`config.mk`:
```
export PLATFORM = sky130hd
export DESIGN_NAME = scl_strap_latch
export DESIGN_NICKNAME = d
export VERILOG_FILES = /design/src/core/scl_pkg.sv /design/src/core/scl_strap_latch.sv
export VERILOG_INCLUDE_DIRS = /design/src /design/src/core
export SDC_FILE = /design/constraint.sdc
export NUM_CORES = 1
export LEC_CHECK = 0
export BUFFER_PORTS_ARGS = -buffer_cell sky130_fd_sc_hd__clkbuf_2
export CAP_MARGIN = 30
export CORE_ASPECT_RATIO = 0.5
export CORE_UTILIZATION = 40
export CTS_BUF_LIST = sky130_fd_sc_hd__clkbuf_16
export DETAILED_ROUTE_END_ITERATION = 12
export PLACE_DENSITY = 0.79
export SLEW_MARGIN = 10
export SYNTH_ARGS = -nofsm -noshare
export SYNTH_HDL_FRONTEND = slang
export SYNTH_SLANG_ARGS = --single-unit
```
`constraint.sdc`:
```
create_clock -name ref_clk_in -period 2.1 [get_ports ref_clk_in]
set_clock_uncertainty 0.1 [all_clocks]
set_input_delay 0.21 -clock ref_clk_in [delete_from_list [all_inputs] [get_ports ref_clk_in]]
set_output_delay 0.21 -clock ref_clk_in [all_outputs]
set_load 0.05 [all_outputs]
```
`src/core/scl_regs.svh`:
```
// Constants for the strap configuration latch
// Overview of operation
// - Sample three low management address straps at reset; any address 0 to 7.
// - A pulled-up address strap latches as one, pulled-down as zero.
// - Upper two bits of the five-bit management address are always zero.
// - Latch four-bit mode; 0001 MAC interface, 0100 NAND tree, 0111 power-down.
// - Latched clock enable strap high enables the 125MHz reference clock output while the software clock mask bit is clear.
// - Latched lamp strap high selects single lamp, low selects tri-colour dual lamp.
// - All straps are captured two clocks after the rising edge of the active-low chip reset leaves its two-flop synchronizer.
// - Shared pins act as strap inputs only during reset, then drive normally.
`ifndef SCL_REGS_SVH
`define SCL_REGS_SVH
`define SCL_ADDR_W 12
`define SCL_OFF_CFG 12'h000
`define SCL_OFF_CTRL 12'h004
`define SCL_CFG_ADDR_LSB 0
`define SCL_CFG_MODE_LSB 8
`define SCL_CFG_CLKEN_BIT 12
`define SCL_CFG_LAMP_BIT 13
`define SCL_CFG_MACIF_BIT 16
`define SCL_CFG_NAND_BIT 17
`define SCL_CFG_PDOWN_BIT 18
`define SCL_CFG_RSVD_BIT 19
`define SCL_CFG_DONE_BIT 24
`define SCL_CTRL_CLKMASK_BIT 0
`define SCL_MODE_MACIF 4'h1
`define SCL_MODE_NAND 4'h4
`define SCL_MODE_PDOWN 4'h7
`define SCL_RST_ADDR 3'h0
`define SCL_RST_MODE 4'h1
`define SCL_RST_CLKEN 1'b0
`define SCL_RST_LAMP 1'b0
`define SCL_RST_CLKMASK 1'b0
`define SCL_ADDR_HI 2'h0
`define SCL_NPINS 9
`endif

```
`src/core/scl_pkg.sv`:
```
// Types for the strap configuration latch
package scl_pkg;
  typedef enum logic [2:0] {
    ST_RESET = 3'b001,
    ST_CAPTURE = 3'b010,
    ST_RUN = 3'b100
  } scl_state_e;

  typedef struct packed {
    logic psel;
    logic penable;
    logic pwrite;
    logic [11:0] paddr;
    logic [31:0] pwdata;
  } scl_apb_req_s;

  typedef struct packed {
    logic [31:0] prdata;
    logic pready;
    logic pslverr;
  } scl_apb_rsp_s;

  typedef struct packed {
    logic [2:0] mgmt_address_strap;
    logic [3:0] mode_strap;
    logic ref_clock_out_enable_strap;
    logic lamp_style_strap;
  } scl_straps_s;

  typedef struct packed {
    logic [4:0] mgmt_addr;
    logic [3:0] mode;
    logic mode_mac_if;
    logic mode_nand_tree;
    logic mode_power_down;
    logic mode_reserved;
    logic ref_clock_out_enable;
    logic lamp_single;
  } scl_cfg_s;
endpackage

```
`src/core/scl_strap_latch.sv`:
```
// Strap configuration latch with APB status and control
//
// Chosen here: the register addresses and the APB interface to the registers.
`timescale 1ns/1ps
`default_nettype none
`include "scl_regs.svh"
module scl_strap_latch (
  input wire logic ref_clk_in,
  input wire logic rst_in,
  input wire logic chip_reset_n_in,
  input wire scl_pkg::scl_straps_s strap_pins_in,
  input wire logic [`SCL_NPINS-1:0] rx_drive_in,
  output logic [`SCL_NPINS-1:0] pin_out,
  output logic [`SCL_NPINS-1:0] pin_oe_out,
  output scl_pkg::scl_cfg_s cfg_out,
  output logic ref_clk_out_en_out,
  output logic config_done_out,
  input wire scl_pkg::scl_apb_req_s apb_req_in,
  output scl_pkg::scl_apb_rsp_s apb_rsp_out
);
  import scl_pkg::*;

  logic rstn_s1_r;
  logic rstn_s2_r;
  scl_straps_s strap_s1_r;
  scl_straps_s strap_s2_r;
  scl_state_e st_r;
  scl_cfg_s cfg_r;
  logic clk_mask_r;
  logic [`SCL_NPINS-1:0] pin_out_r;
  logic [`SCL_NPINS-1:0] pin_oe_r;
  logic [31:0] rd_word;
  logic rd_hit;

  function automatic logic [3:0] decode_mode(input logic [3:0] m);
    decode_mode = {m == `SCL_MODE_MACIF, m == `SCL_MODE_NAND, m == `SCL_MODE_PDOWN,
                   !(m == `SCL_MODE_MACIF || m == `SCL_MODE_NAND || m == `SCL_MODE_PDOWN)};
  endfunction

  // Reset pin comes from the board
  always_ff @(posedge ref_clk_in or posedge rst_in) begin
    if (rst_in) begin
      rstn_s1_r <= 1'b0;
      rstn_s2_r <= 1'b0;
    end else begin
      rstn_s1_r <= chip_reset_n_in;
      rstn_s2_r <= rstn_s1_r;
    end
  end

  // Strap levels come from the board too
  always_ff @(posedge ref_clk_in or posedge rst_in) begin
    if (rst_in) begin
      strap_s1_r <= '0;
      strap_s2_r <= '0;
    end else begin
      strap_s1_r <= strap_pins_in;
      strap_s2_r <= strap_s1_r;
    end
  end

  always_ff @(posedge ref_clk_in or posedge rst_in) begin
    if (rst_in) begin
      st_r <= ST_RESET;
    end else if (!rstn_s2_r) begin
      st_r <= ST_RESET;
    end else begin
      case (st_r)
        ST_RESET: st_r <= ST_CAPTURE;
        ST_CAPTURE: st_r <= ST_RUN;
        ST_RUN: st_r <= ST_RUN;
        default: st_r <= ST_RESET;
      endcase
    end
  end

  // Capture once, on the cycle after reset release is seen
  always_ff @(posedge ref_clk_in or posedge rst_in) begin
    if (rst_in) begin
      cfg_r.mgmt_addr <= {`SCL_ADDR_HI, `SCL_RST_ADDR};
      cfg_r.mode <= `SCL_RST_MODE;
      {cfg_r.mode_mac_if, cfg_r.mode_nand_tree, cfg_r.mode_power_down,
       cfg_r.mode_reserved} <= 4'h8;
      cfg_r.ref_clock_out_enable <= `SCL_RST_CLKEN;
      cfg_r.lamp_single <= `SCL_RST_LAMP;
    end else if (st_r == ST_CAPTURE) begin
      cfg_r.mgmt_addr <= {`SCL_ADDR_HI, strap_s2_r.mgmt_address_strap};
      cfg_r.mode <= strap_s2_r.mode_strap;
      {cfg_r.mode_mac_if, cfg_r.mode_nand_tree, cfg_r.mode_power_down,
       cfg_r.mode_reserved} <= decode_mode(strap_s2_r.mode_strap);
      cfg_r.ref_clock_out_enable <= strap_s2_r.ref_clock_out_enable_strap;
      cfg_r.lamp_single <= strap_s2_r.lamp_style_strap;
    end
  end

  // Normal output values for the shared pins
  always_ff @(posedge ref_clk_in or posedge rst_in) begin
    if (rst_in) begin
      pin_out_r <= '0;
    end else begin
      pin_out_r <= rx_drive_in;
    end
  end

  // Shared pins stay undriven until straps are taken
  always_ff @(posedge ref_clk_in or posedge rst_in) begin
    if (rst_in) begin
      pin_oe_r <= '0;
    end else begin
      pin_oe_r <= {`SCL_NPINS{st_r == ST_RUN && rstn_s2_r}};
    end
  end

  // Software mask of the reference clock output
  always_ff @(posedge ref_clk_in or posedge rst_in) begin
    if (rst_in) begin
      clk_mask_r <= `SCL_RST_CLKMASK;
    end else if (apb_req_in.psel && apb_req_in.penable && apb_req_in.pwrite &&
                 apb_req_in.paddr == `SCL_OFF_CTRL) begin
      clk_mask_r <= apb_req_in.pwdata[`SCL_CTRL_CLKMASK_BIT];
    end
  end

  always_comb begin
    rd_word = 32'h0000_0000;
    rd_hit = 1'b1;
    case (apb_req_in.paddr)
      `SCL_OFF_CFG: begin
        rd_word[`SCL_CFG_ADDR_LSB +: 5] = cfg_r.mgmt_addr;
        rd_word[`SCL_CFG_MODE_LSB +: 4] = cfg_r.mode;
        rd_word[`SCL_CFG_CLKEN_BIT] = cfg_r.ref_clock_out_enable;
        rd_word[`SCL_CFG_LAMP_BIT] = cfg_r.lamp_single;
        rd_word[`SCL_CFG_MACIF_BIT] = cfg_r.mode_mac_if;
        rd_word[`SCL_CFG_NAND_BIT] = cfg_r.mode_nand_tree;
        rd_word[`SCL_CFG_PDOWN_BIT] = cfg_r.mode_power_down;
        rd_word[`SCL_CFG_RSVD_BIT] = cfg_r.mode_reserved;
        rd_word[`SCL_CFG_DONE_BIT] = (st_r == ST_RUN);
      end
      `SCL_OFF_CTRL: begin
        rd_word[`SCL_CTRL_CLKMASK_BIT] = clk_mask_r;
      end
      default: begin
        rd_hit = 1'b0;
      end
    endcase
  end

  assign apb_rsp_out.pready = 1'b1;
  assign apb_rsp_out.pslverr = apb_req_in.psel && apb_req_in.penable && !rd_hit;
  assign apb_rsp_out.prdata = (apb_req_in.psel && apb_req_in.penable && !apb_req_in.pwrite)
                              ? rd_word : 32'h0000_0000;
  assign cfg_out = cfg_r;
  assign pin_out = pin_out_r;
  assign pin_oe_out = pin_oe_r;
  assign ref_clk_out_en_out = cfg_r.ref_clock_out_enable && !clk_mask_r;
  assign config_done_out = (st_r == ST_RUN);

  a_addr_upper_zero: assert property (@(posedge ref_clk_in) disable iff (rst_in)
    cfg_r.mgmt_addr[4:3] == 2'h0) else $error("Upper address bits not zero");
  a_addr_capture: assert property (@(posedge ref_clk_in) disable iff (rst_in)
    st_r == ST_CAPTURE |=> cfg_r.mgmt_addr[2:0] == $past(strap_s2_r.mgmt_address_strap))
    else $error("Address strap not latched");
  a_capture_order: assert property (@(posedge ref_clk_in) disable iff (rst_in)
    $rose(rstn_s2_r) |-> st_r == ST_RESET ##1 st_r == ST_CAPTURE ##1 st_r == ST_RUN)
    else $error("Capture not at reset release");
  a_mode_decode: assert property (@(posedge ref_clk_in) disable iff (rst_in)
    st_r == ST_RUN |-> (cfg_r.mode_nand_tree == (cfg_r.mode == 4'h4)) &&
      (cfg_r.mode_power_down == (cfg_r.mode == 4'h7)) &&
      (cfg_r.mode_mac_if == (cfg_r.mode == 4'h1))) else $error("Mode decode wrong");
  a_clk_out_gate: assert property (@(posedge ref_clk_in) disable iff (rst_in)
    st_r == ST_CAPTURE && strap_s2_r.ref_clock_out_enable_strap
    |=> ref_clk_out_en_out == !clk_mask_r) else $error("Clock output not enabled");
  a_lamp_capture: assert property (@(posedge ref_clk_in) disable iff (rst_in)
    st_r == ST_CAPTURE |=> cfg_r.lamp_single == $past(strap_s2_r.lamp_style_strap))
    else $error("Lamp strap not latched");
  a_pins_released: assert property (@(posedge ref_clk_in) disable iff (rst_in)
    !rstn_s2_r |=> pin_oe_r == '0) else $error("Shared pins driven during reset");
  a_cfg_stable: assert property (@(posedge ref_clk_in) disable iff (rst_in)
    st_r == ST_RUN && $past(st_r) == ST_RUN |-> $stable(cfg_r))
    else $error("Latched config changed in run");

  // Further capture checks
  a_mode_capture: assert property (@(posedge ref_clk_in) disable iff (rst_in)
    st_r == ST_CAPTURE |=> cfg_r.mode == $past(strap_s2_r.mode_strap))
    else $error("Mode strap not latched");
  a_mode_reserved: assert property (@(posedge ref_clk_in) disable iff (rst_in)
    st_r == ST_RUN |-> cfg_r.mode_reserved ==
      !(cfg_r.mode inside {`SCL_MODE_MACIF, `SCL_MODE_NAND, `SCL_MODE_PDOWN}))
    else $error("Reserved mode flag wrong");
  a_mode_onehot: assert property (@(posedge ref_clk_in) disable iff (rst_in)
    $onehot({cfg_r.mode_mac_if, cfg_r.mode_nand_tree, cfg_r.mode_power_down,
      cfg_r.mode_reserved})) else $error("Mode flags not one-hot");
  a_clken_capture: assert property (@(posedge ref_clk_in) disable iff (rst_in)
    st_r == ST_CAPTURE |=> cfg_r.ref_clock_out_enable ==
      $past(strap_s2_r.ref_clock_out_enable_strap))
    else $error("Clock enable strap not latched");
  a_reset_holds: assert property (@(posedge ref_clk_in) disable iff (rst_in)
    !rstn_s2_r |=> st_r == ST_RESET)
    else $error("State left reset while pin low");
  a_done_follows: assert property (@(posedge ref_clk_in) disable iff (rst_in)
    st_r == ST_CAPTURE && rstn_s2_r |=> config_done_out)
    else $error("Run state not entered after capture");
  a_capture_only: assert property (@(posedge ref_clk_in) disable iff (rst_in)
    st_r != ST_CAPTURE |=> $stable(cfg_r))
    else $error("Config changed outside capture");

  // Shared pin and control checks
  a_pins_capture: assert property (@(posedge ref_clk_in) disable iff (rst_in)
    st_r == ST_CAPTURE |-> pin_oe_r == '0)
    else $error("Shared pins driven while straps taken");
  a_pins_driven: assert property (@(posedge ref_clk_in) disable iff (rst_in)
    st_r == ST_RUN && rstn_s2_r |=> pin_oe_r == '1)
    else $error("Shared pins not driven in run");
  a_pins_follow: assert property (@(posedge ref_clk_in) disable iff (rst_in)
    rstn_s2_r |=> pin_out_r == $past(rx_drive_in))
    else $error("Shared pin value not forwarded");
  a_mask_write: assert property (@(posedge ref_clk_in) disable iff (rst_in)
    apb_req_in.psel && apb_req_in.penable && apb_req_in.pwrite &&
    apb_req_in.paddr == `SCL_OFF_CTRL |=>
      clk_mask_r == $past(apb_req_in.pwdata[`SCL_CTRL_CLKMASK_BIT]))
    else $error("Clock mask write lost");
endmodule // scl_strap_latch
`default_nettype wire

```
==> summary.md, run 1 <==
| Metric | Value |
|---|---|
| I/O pins | 137 |
| Proportion of netlist area held by the largest area contributor | 0.577 |
| Setup Buffers After CTS | 0 |
| Min-delay worst type | primary input to flop |
| Crit path largest cell delay | 430 ps |
| VDD IR max | 0.608 mV |
| CTS clk-pin slew, worst paths | 60 ps |
| CP Depth | 5 |
| Final WL | 3.42 mm |
| Number of synthesized flops with an enable pin | 0 |
| Post-synth ARST share | 1.00 |
| Fmax | 529 MHz |
| Longest Clk Path Bufs | 2 |
| Initial antenna violation count | 0 |
| Delay-heaviest family, CP | simple AND/OR/NAND/NOR gates |
| Clk Latency, worst-skew pair | 270 ps |
| P&R area growth vs syn | 38.0% |
| Input/output buffers | 84 |
| CP Launch Point | apb_req_in[33] |
| Post-DP HPWL | 2.49 mm |
| Number of vias per cell | 4.25 |
| Element type at the critical path start | primary input |
| Antenna cells | 0 |
| Routed via count | 1317 |
| Row count | 17 |
| Nets | 311 |
| Syn avg cell area | 13.6 µm² |
| First-pass GRT wire length | 5.14 mm |
| Core Area | 4490 µm² |
| # H-tree levels | 2 |
| Reg2Reg Depth | 3 |
| Total clock buffers created by CTS | 5 |
| Clk root buf | clkbuf_16 |
| Die span in y | 50.8 µm |
| Crit path max-delay cell type | and4_2 |
| R2R Path End | cfg_out[12] |
| Final setup viols | 0 |
| Number of global-route vias before repair | 1173 |
| Crit-path cells | clkbuf_2 > nor4_1 > and4_2 > and2_1 > clkbuf_2 |
| Die Wd | 99.7 µm |
| Final Max Slew Viols | 0 |
| Gr usage total | 0.137 |
| Die ar. | 5070 µm² |
| Layout cells sized above 1 | 0.451 |
| Setup tns final | 0 ps |
| Initial cell density of the core | 0.425 |
| Pre-CTS setup slack | 90.2 ps |
| Post-Synthesis Cells | 140 |
| CTS tree | built |
| Max cap viols | 0 |
| Tmin final | 1890 ps |
| Sequential share of the synthesized area | 0.618 |
| Synth Cell Area | 1910 µm² |
| Placer Congestion | 0.627 |
| R2R setup slack | 650 ps |
| CP Data Required Time | 1790 ps |
| Reg2reg start | st_r[2] |
| Area leader, netlist | dfrtp_1 |
| Library cells used by synthesis | 27 |
| Largest net degree at the start of global routing | 41 |
| # placed instances | 282 |
| Worst Tran Pin Value | 784 ps |
| Worst setup path endpoint | apb_rsp_out[11] |
| Crit path kind | primary input to output port |
| Final setup margin | 208 ps |
| Synth area leaders | dfrtp_1, buf_4, and2_1 |
| P_leak | 1.34 nW |
| Post-Layout Cell Count | 310 |
| Clk sinks | 47 |
| RSZ-0062 raised after global routing | false |
| Worst setup EP type | output port |
| Final Hold Fails | 0 |
| Gr ovfl total | 0 |
| Hold slack | 58.3 ps |
| Slew margin rel. | 0.477 |
| Power Dens Cells | 1070 nW/µm² |
| Worst EP arrival | 1580 ps |
| DR iter-0 viols | 49 |
| Residual DRC count | 0 |
| Post-DR wirelength/cell | 11.0 µm |
| Outcome | finished, final reports clean |
| #FFs+latches synth | 47 |
| Top_reg_cell synth | dfrtp_1 |
| Crit path max fanout | 12 |
| Final ANT Viol Nets | 0 |
| Ys Warns | 0 |
| DRT Pass-1 Iters | 4 |
| CP dominant cell by count | clkbuf_2 |
| Total power | 2.81 mW |
| Period utilisation layout | 0.901 |
| Total of fill cells in the finished design | 374 |
| Worst path bufs/invs | 2 |
==> per-stage QoR <==
| step | util | cell area, µm² |
|---|---|---|
| floorplan | - | 1990 |
| global placement | 0.510 | 2290 |
| detailed placement | 0.510 | 2290 |
| CTS | 0.587 | 2630 |
| global route | 0.587 | 2630 |
| finish | 0.587 | 2630 |
==> state kept, by name (all words and copies together), names as in the netlist <==
signal / cells
rstn_s1_r: 1
cfg_out: 13
rstn_s2_r: 1
st_r: 3
strap_s1_r: 9
clk_mask_r: 1
pin_oe_out: 1
strap_s2_r: 9
pin_out: 9
==> kinds of logic (layout without fill, tap and decap cells) <==
group           count (synthesis)  count (layout)  synth area share
compound gates                  5               5            0.0157
xor+xnor                        2               2           0.00918
buf+inv                        33             118             0.126
flops                          47              47             0.618
mux                            14              14            0.0820
other cells                     2              21           0.00394
simple gates                   37              37             0.145
==> timing repair <==
| item | 4_1_cts | 5_1_grt |
|---|---|---|
| resized for setup | 0 | 1 |
| endpoints found under the setup margin | 0 | 2 |
| endpoints found under the hold margin | 25 | 0 |
| hold buffers | 20 | 0 |
==> layout by cell type (no fill, tap or decap), types with 3 or more instances in the layout <==
| cell type | instances |
|---|---|
| and2_1 | 13 |
| buf_4 | 4 |
| clkbuf_16 | 5 |
| clkbuf_2 | 84 |
| conb_1 | 21 |
| dfrtp_1 | 44 |
| dfstp_2 | 3 |
| dlygate4sd3_1 | 20 |
| mux2_1 | 7 |
| mux2_2 | 6 |
| nand3_1 | 3 |
| nor2_1 | 3 |
==> power breakdown <==
part	switching [mW]	total (mW)	internal [mW]
combinational	0.681	0.915	0.234
clock	0.297	0.731	0.434
sequential	0.102	1.16	1.06
total	1.08	2.81	1.73
==> cell type report <==
| class | count | area [µm²] | share of cell area |
|---|---|---|---|
| repair buffers | 108 | 651 | 0.247 |
| inverters | 2 | 7.51 | 0.00285 |
| multi-input cells | 79 | 572 | 0.217 |
| clock inverters | 3 | 16.3 | 0.00618 |
| flip-flops and latches | 47 | 1180 | 0.448 |
| clock buffers | 5 | 125 | 0.0475 |
| well taps | 66 | 82.6 | 0.0314 |
==> cell usage after synthesis (3+ instances only) <==
cell type  instances
mux2_1             7
and4_1             3
mux2_2             6
dfrtp_1           44
nor2_1             3
buf_4             31
dfstp_2            3
nand3_1            3
and2_1            13
==> layer usage <==
metal	up-vias	track usage	part of all wire
met4	0	0.0588	0.0070
met1	636	0.151	0.41
met2	55	0.253	0.54
met3	2	0.0369	0.045
met5	-	0	0
li1	624	-	-
==> how the worst min path moves through the flow <==
| stage | from | endpoint | slack (ps) | cells past startpoint |
|---|---|---|---|---|
| floorplan | rx_drive_in[0] | pin_out[0] | 140 | 0 |
| global placement | rx_drive_in[7] | pin_out[7] | 220 | 1 |
| detailed placement | rx_drive_in[7] | pin_out[7] | 220 | 1 |
| CTS | apb_req_in[0] | clk_mask_r | 60 | 2 |
| global route | apb_req_in[0] | clk_mask_r | 50 | 2 |
| finish | apb_req_in[0] | clk_mask_r | 60 | 2 |
No activity file was read; power rests on OpenSTA's default activity.
==> run 2, diff against run 1 <==
- CELL_PAD_IN_SITES_DETAIL_PLACEMENT: unset -> 0
- CELL_PAD_IN_SITES_GLOBAL_PLACEMENT: unset -> 1
- CORE_UTILIZATION: 40 -> 29
- PLACE_DENSITY: 0.79 -> unset
- PLACE_DENSITY_LB_ADDON: unset -> 0.1
==> run 2 against run 1 <==
  * Non-clock buffer count is 1 higher
  * First-iteration DRC count is 88% lower
  * Design area is 1.1% higher
  * Utilization is 16 points lower
  * Power is 0.64% lower
  * Flip-flop and latch count stayed put
  * Via count is 0.68% lower
  * Die area is 37% higher
  * Cell count is 7.4% higher
  * Critical path depth is 1 higher
  * Register-to-register slack hardly changed
  * Worst setup slack better by 82 ps
  * Largest cell class unchanged
  * Highest routed layer unchanged
==> summary.md, run 2 (synthesis results as in run 1) <==
| Metric | Value |
|---|---|
| P&R area growth vs syn | 39.6% |
| Post-DR wirelength/cell | 10.5 µm |
| Cts hold-fix bufs | 20 |
| Initial antenna violation count | 0 |
| Largest net degree at the start of global routing | 48 |
| Layout cells sized above 1 | 0.449 |
| VDD IR max | 0.435 mV |
| Nets | 312 |
| Final WL | 3.48 mm |
| Placer Congestion | 0.619 |
| Gr ovfl total | 0 |
| Total clock buffers created by CTS | 5 |
| P_leak | 1.35 nW |
| Final Max Slew Viols | 0 |
| Setup Buffers After CTS | 0 |
| Crit path largest cell delay | 360 ps |
| Period utilisation layout | 0.862 |
| Most frequent cells in the layout | clkbuf_2, dfrtp_1, conb_1, dlygate4sd3_1, and2_1 |
| Total power | 2.79 mW |
| Total of fill cells in the finished design | 609 |
| Residual DRC count | 0 |
| Worst setup EP type | output port |
| First-pass GRT wire length | 5.34 mm |
| Routed via count | 1308 |
| Initial cell density of the core | 0.307 |
| # placed instances | 305 |
| Slew margin rel. | 0.611 |
| Clk root buf | clkbuf_16 |
| Worst path bufs/invs | 3 |
| Max cap viols | 0 |
| Antenna cells | 0 |
| RSZ-0062 raised after global routing | false |
| Tmin final | 1810 ps |
| Fmax | 552 MHz |
| Most common cell after layout, fill and taps aside | clkbuf_2 |
| Number of global-route vias before repair | 1196 |
| CP dominant cell by count | clkbuf_2 |
| Post-CTS sizing | 0 |
| CP Depth | 6 |
| Power Dens Cells | 1050 nW/µm² |
| Longest Clk Path Bufs | 2 |
| Reg2Reg Depth | 3 |
| # H-tree levels | 2 |
| DRT Pass-1 Iters | 4 |
| CP Data Required Time | 1790 ps |
| Die span in y | 59.4 µm |
| Die ar. | 6930 µm² |
| Final setup viols | 0 |
| Min-delay worst type | primary input to flop |
| Clk Latency, worst-skew pair | 270 ps |
| Post-Layout Cell Count | 333 |
| CTS tree | built |
| Clk sinks | 47 |
| Outcome | finished, final reports clean |
| Input/output buffers | 84 |
| Gr usage total | 0.103 |
| Crit path max-delay cell type | nor4_1 |
| Worst EP arrival | 1500 ps |
| Crit-path cells | clkbuf_2 > nor4_1 > and4_1 > buf_4 > and2_1 > clkbuf_2 |
| Element type at the critical path start | primary input |
| Final Hold Fails | 0 |
| Largest register FFs | 13 |
| Crit path kind | primary input to output port |
| Core Area | 6210 µm² |
| Die Wd | 117 µm |
| Number of vias per cell | 3.93 |
| Row count | 20 |
| I/O pins | 137 |
| Delay-heaviest family, CP | simple AND/OR/NAND/NOR gates |
| Setup tns final | 0 ps |
| Post-DP HPWL | 2.50 mm |
| CTS clk-pin slew, worst paths | 60 ps |
| DR iter-0 viols | 6 |
| Crit path max fanout | 12 |
| R2R setup slack | 650 ps |
| Worst Tran Pin Value | 584 ps |
| Hold depth | 2 |
| Final ANT Viol Nets | 0 |
-- run 2: path summary, 6_finish.rpt --
check                          startpoint         endpoint
setup / recovery           apb_req_in[33]  apb_rsp_out[12]
hold / removal              apb_req_in[0]       clk_mask_r
setup reg to reg                  st_r[2]       cfg_out[0]
hold reg to reg             strap_s1_r[7]    strap_s2_r[7]
max in group asynchronous          rst_in          st_r[1]
min in group asynchronous          rst_in    strap_s2_r[0]
-- run 2: per-layer routing --
metal / up-vias / wire, µm / GRT usage
met2: 66 / 1640 / 0.182
li1: 625 / - / -
met3: 2 / 283 / 0.0409
met5: - / 0 / 0
met4: 0 / 17 / 0.0217
met1: 615 / 1540 / 0.119
-- run 2: worst reg2reg max path: cells and delay by family (launching register included) --
| kind | cells | cell delay (ps) |
|---|---|---|
| muxes | 1 | 370 |
| buffers and inverters | 1 | 270 |
| and+or+nand+nor | 1 | 180 |
| DFF | 1 | 430 |
-- run 2: final cells by class --
| class | instances | area (µm²) | area share |
|---|---|---|---|
| Clock buffer | 5 | 125 | 0.0470 |
| Timing Repair Buffer | 109 | 658 | 0.247 |
| Tap cell | 88 | 110 | 0.0413 |
| Sequential cell | 47 | 1180 | 0.443 |
| Multi-Input combinational cell | 79 | 571 | 0.214 |
| Clock inverter | 3 | 12.5 | 0.00470 |
| Inverter | 2 | 7.51 | 0.00282 |
-- run 2: where the power goes --
part | total [mW] | internal (mW) | switching, mW
combinational | 0.913 | 0.233 | 0.680
clock | 0.720 | 0.429 | 0.290
sequential | 1.16 | 1.06 | 0.0973
total | 2.79 | 1.72 | 1.07
-- run 2: stage by stage --
step	util	cell area [µm²]	hold WS, ps	worst slack [ps]
2_1_floorplan	-	1990	141	-168
3_5_place_dp	0.375	2330	220	238
3_3_place_gp	0.375	2330	218	231
5_1_grt	0.429	2660	70.6	153
4_1_cts	0.429	2660	57.8	235
6_report	0.429	2660	58.2	290
==> run 3, diff against run 2 <==
- clock period: 2.1 -> 1.98 ns (I/O delays scaled with it)
==> run 3 against run 2 <==
  * Sequential share of layout area shrank 0.45 points
  * Die area is the same
  * Sequential power grew 6%
  * Utilization grew 0.44 points
  * Power grew 6.4%
  * Critical path depth shrank 2
  * Via count grew 0.69%
  * Worst setup slack lost 120 ps
  * Critical endpoint is now apb_rsp_out[26]
  * Largest power group unchanged
==> summary.md, run 3 (synthesis results as in run 1) <==
| Metric | Value |
|---|---|
| First-pass GRT wire length | 5.43 mm |
| Longest Clk Path Bufs | 2 |
| Element type at the critical path start | flop |
| Row count | 20 |
| Max cap viols | 0 |
| Placed cell areas | 2350 µm² |
| Final WL | 3.47 mm |
| Post-DP HPWL | 2.55 mm |
| Pre-CTS setup slack | 153 ps |
| Post-DR wirelength/cell | 10.4 µm |
| Final Max Slew Viols | 0 |
| Die span in y | 59.4 µm |
| Placer Congestion | 0.626 |
| R2R setup slack | 520 ps |
| Fmax | 551 MHz |
| Initial antenna violation count | 0 |
| Core Area | 6210 µm² |
| Final ANT Viol Nets | 0 |
| Total clock buffers created by CTS | 5 |
| Outcome | finished, final reports clean |
| Register area | 1180 µm² |
| Tmin final | 1810 ps |
| I/O pins | 137 |
| Worst Min Path Start | apb_req_in[0] |
| Clk root buf | clkbuf_16 |
| P_leak | 1.35 nW |
| Min-delay worst type | primary input to flop |
| Total of fill cells in the finished design | 593 |
| Most common cell after layout, fill and taps aside | clkbuf_2 |
| Worst EP arrival | 1520 ps |
| Post-route cell area | 2690 µm² |
| CTS clk-pin slew, worst paths | 60 ps |
| Clk Latency, worst-skew pair | 280 ps |
| R2R Path End | cfg_out[8] |
| CTS tree | built |
| Power Dens Cells | 1100 nW/µm² |
| Antenna cells | 0 |
| Total power | 2.97 mW |
| Worst path bufs/invs | 1 |
| Largest register FFs | 13 |
| Residual DRC count | 0 |
| VDD IR max | 0.515 mV |
| Nets | 312 |
| Final setup viols | 0 |
| DRT Pass-1 Iters | 4 |
| P&R area growth vs syn | 41.0% |
| Gr usage total | 0.105 |
| Post-CTS sizing | 0 |
| CP Data Required Time | 1680 ps |
| Multi-input logic area | 571 µm² |
| Crit path kind | flop to output port |
| Crit path max fanout | 4 |
| Crit-path cells | nor3b_2 > nand2_1 > nor2_1 > clkbuf_2 |
| Crit path max-delay cell type | dfrtp_1 |
| # H-tree levels | 2 |
| Reg2Reg Depth | 3 |
| Reg2reg start | st_r[2] |
| Final setup margin | 165 ps |
| RSZ-0062 raised after global routing | false |
| Worst setup EP type | output port |
| Most frequent cells in the layout | clkbuf_2, dfrtp_1, conb_1, dlygate4sd3_1, and2_1 |
| Crit path largest cell delay | 430 ps |
| Number of vias per cell | 3.95 |
| Number of global-route vias before repair | 1193 |
| Die Wd | 117 µm |
| Routed via count | 1317 |
| Gr ovfl total | 0 |
| Clk sinks | 47 |
| Layout cells sized above 1 | 0.449 |
| DR iter-0 viols | 16 |
| Initial cell density of the core | 0.307 |
| Largest net degree at the start of global routing | 30 |
| Hold Path Sink | clk_mask_r |
| Delay-heaviest family, CP | simple AND/OR/NAND/NOR gates |
| Die ar. | 6930 µm² |
| Final Hold Fails | 0 |
| Hold depth | 2 |
| Input/output buffers | 84 |
| Period utilisation layout | 0.917 |
-- run 3: cell count changes in the layout (fill, tap and decap cells not counted), sizes merged --
cell,before,now
buf,5,6
clkbuf,89,88
-- run 3: report_power, final --
part / leakage [nW] / switching [mW] / internal [mW]
registers: 0.557 / 0.104 / 1.13
clock network: 0.0762 / 0.312 / 0.456
logic: 0.720 / 0.721 / 0.250
total: 1.35 / 1.14 / 1.83
-- run 3: metal layers --
metal	vias up	global-route usage	routed length [µm]
li1	629	-	-
met1	613	0.130	1520
met2	73	0.173	1590
met3	2	0.0429	329
met4	0	0.0271	17
met5	-	0	0
-- run 3: area by class of cell --
type | count | share of cell area
flip-flops and latches | 47 | 0.438
repair buffers | 109 | 0.255
multi-input cells | 79 | 0.212
clock buffers | 5 | 0.0465
well taps | 88 | 0.0409
clock inverters | 3 | 0.00465
inverters | 2 | 0.00279
-- run 3: how the worst max path moves through the flow --
| stage | to | slack [ps] | startpoint | cells past startpoint |
|---|---|---|---|---|
| 2_1_floorplan | apb_rsp_out[26] | -280 | st_r[2] | 3 |
| 3_3_place_gp | apb_rsp_out[3] | 130 | apb_req_in[33] | 6 |
| 3_5_place_dp | apb_rsp_out[21] | 150 | apb_req_in[33] | 6 |
| 4_1_cts | apb_rsp_out[26] | 120 | st_r[2] | 4 |
| 5_1_grt | apb_rsp_out[26] | 20 | st_r[2] | 4 |
| 6_report | apb_rsp_out[26] | 170 | st_r[2] | 4 |
-- run 3: stage by stage --
step	hold slack, ps	setup TNS [ps]	util	instances
finish	56.6	0	0.434	333
floorplan	129	-276	-	159
global placement	103	0	0.379	305
CTS	55.5	0	0.434	333
global route	56.5	0	0.434	333
detailed placement	111	0	0.379	305
-- run 3: timing repair --
| item | in CTS | in global routing |
|---|---|---|
| endpoints found under the setup margin | 0 | 0 |
| hold endpoints to repair | 36 | 0 |
| buffers inserted | 0 | 0 |
| hold buffers | 20 | 0 |
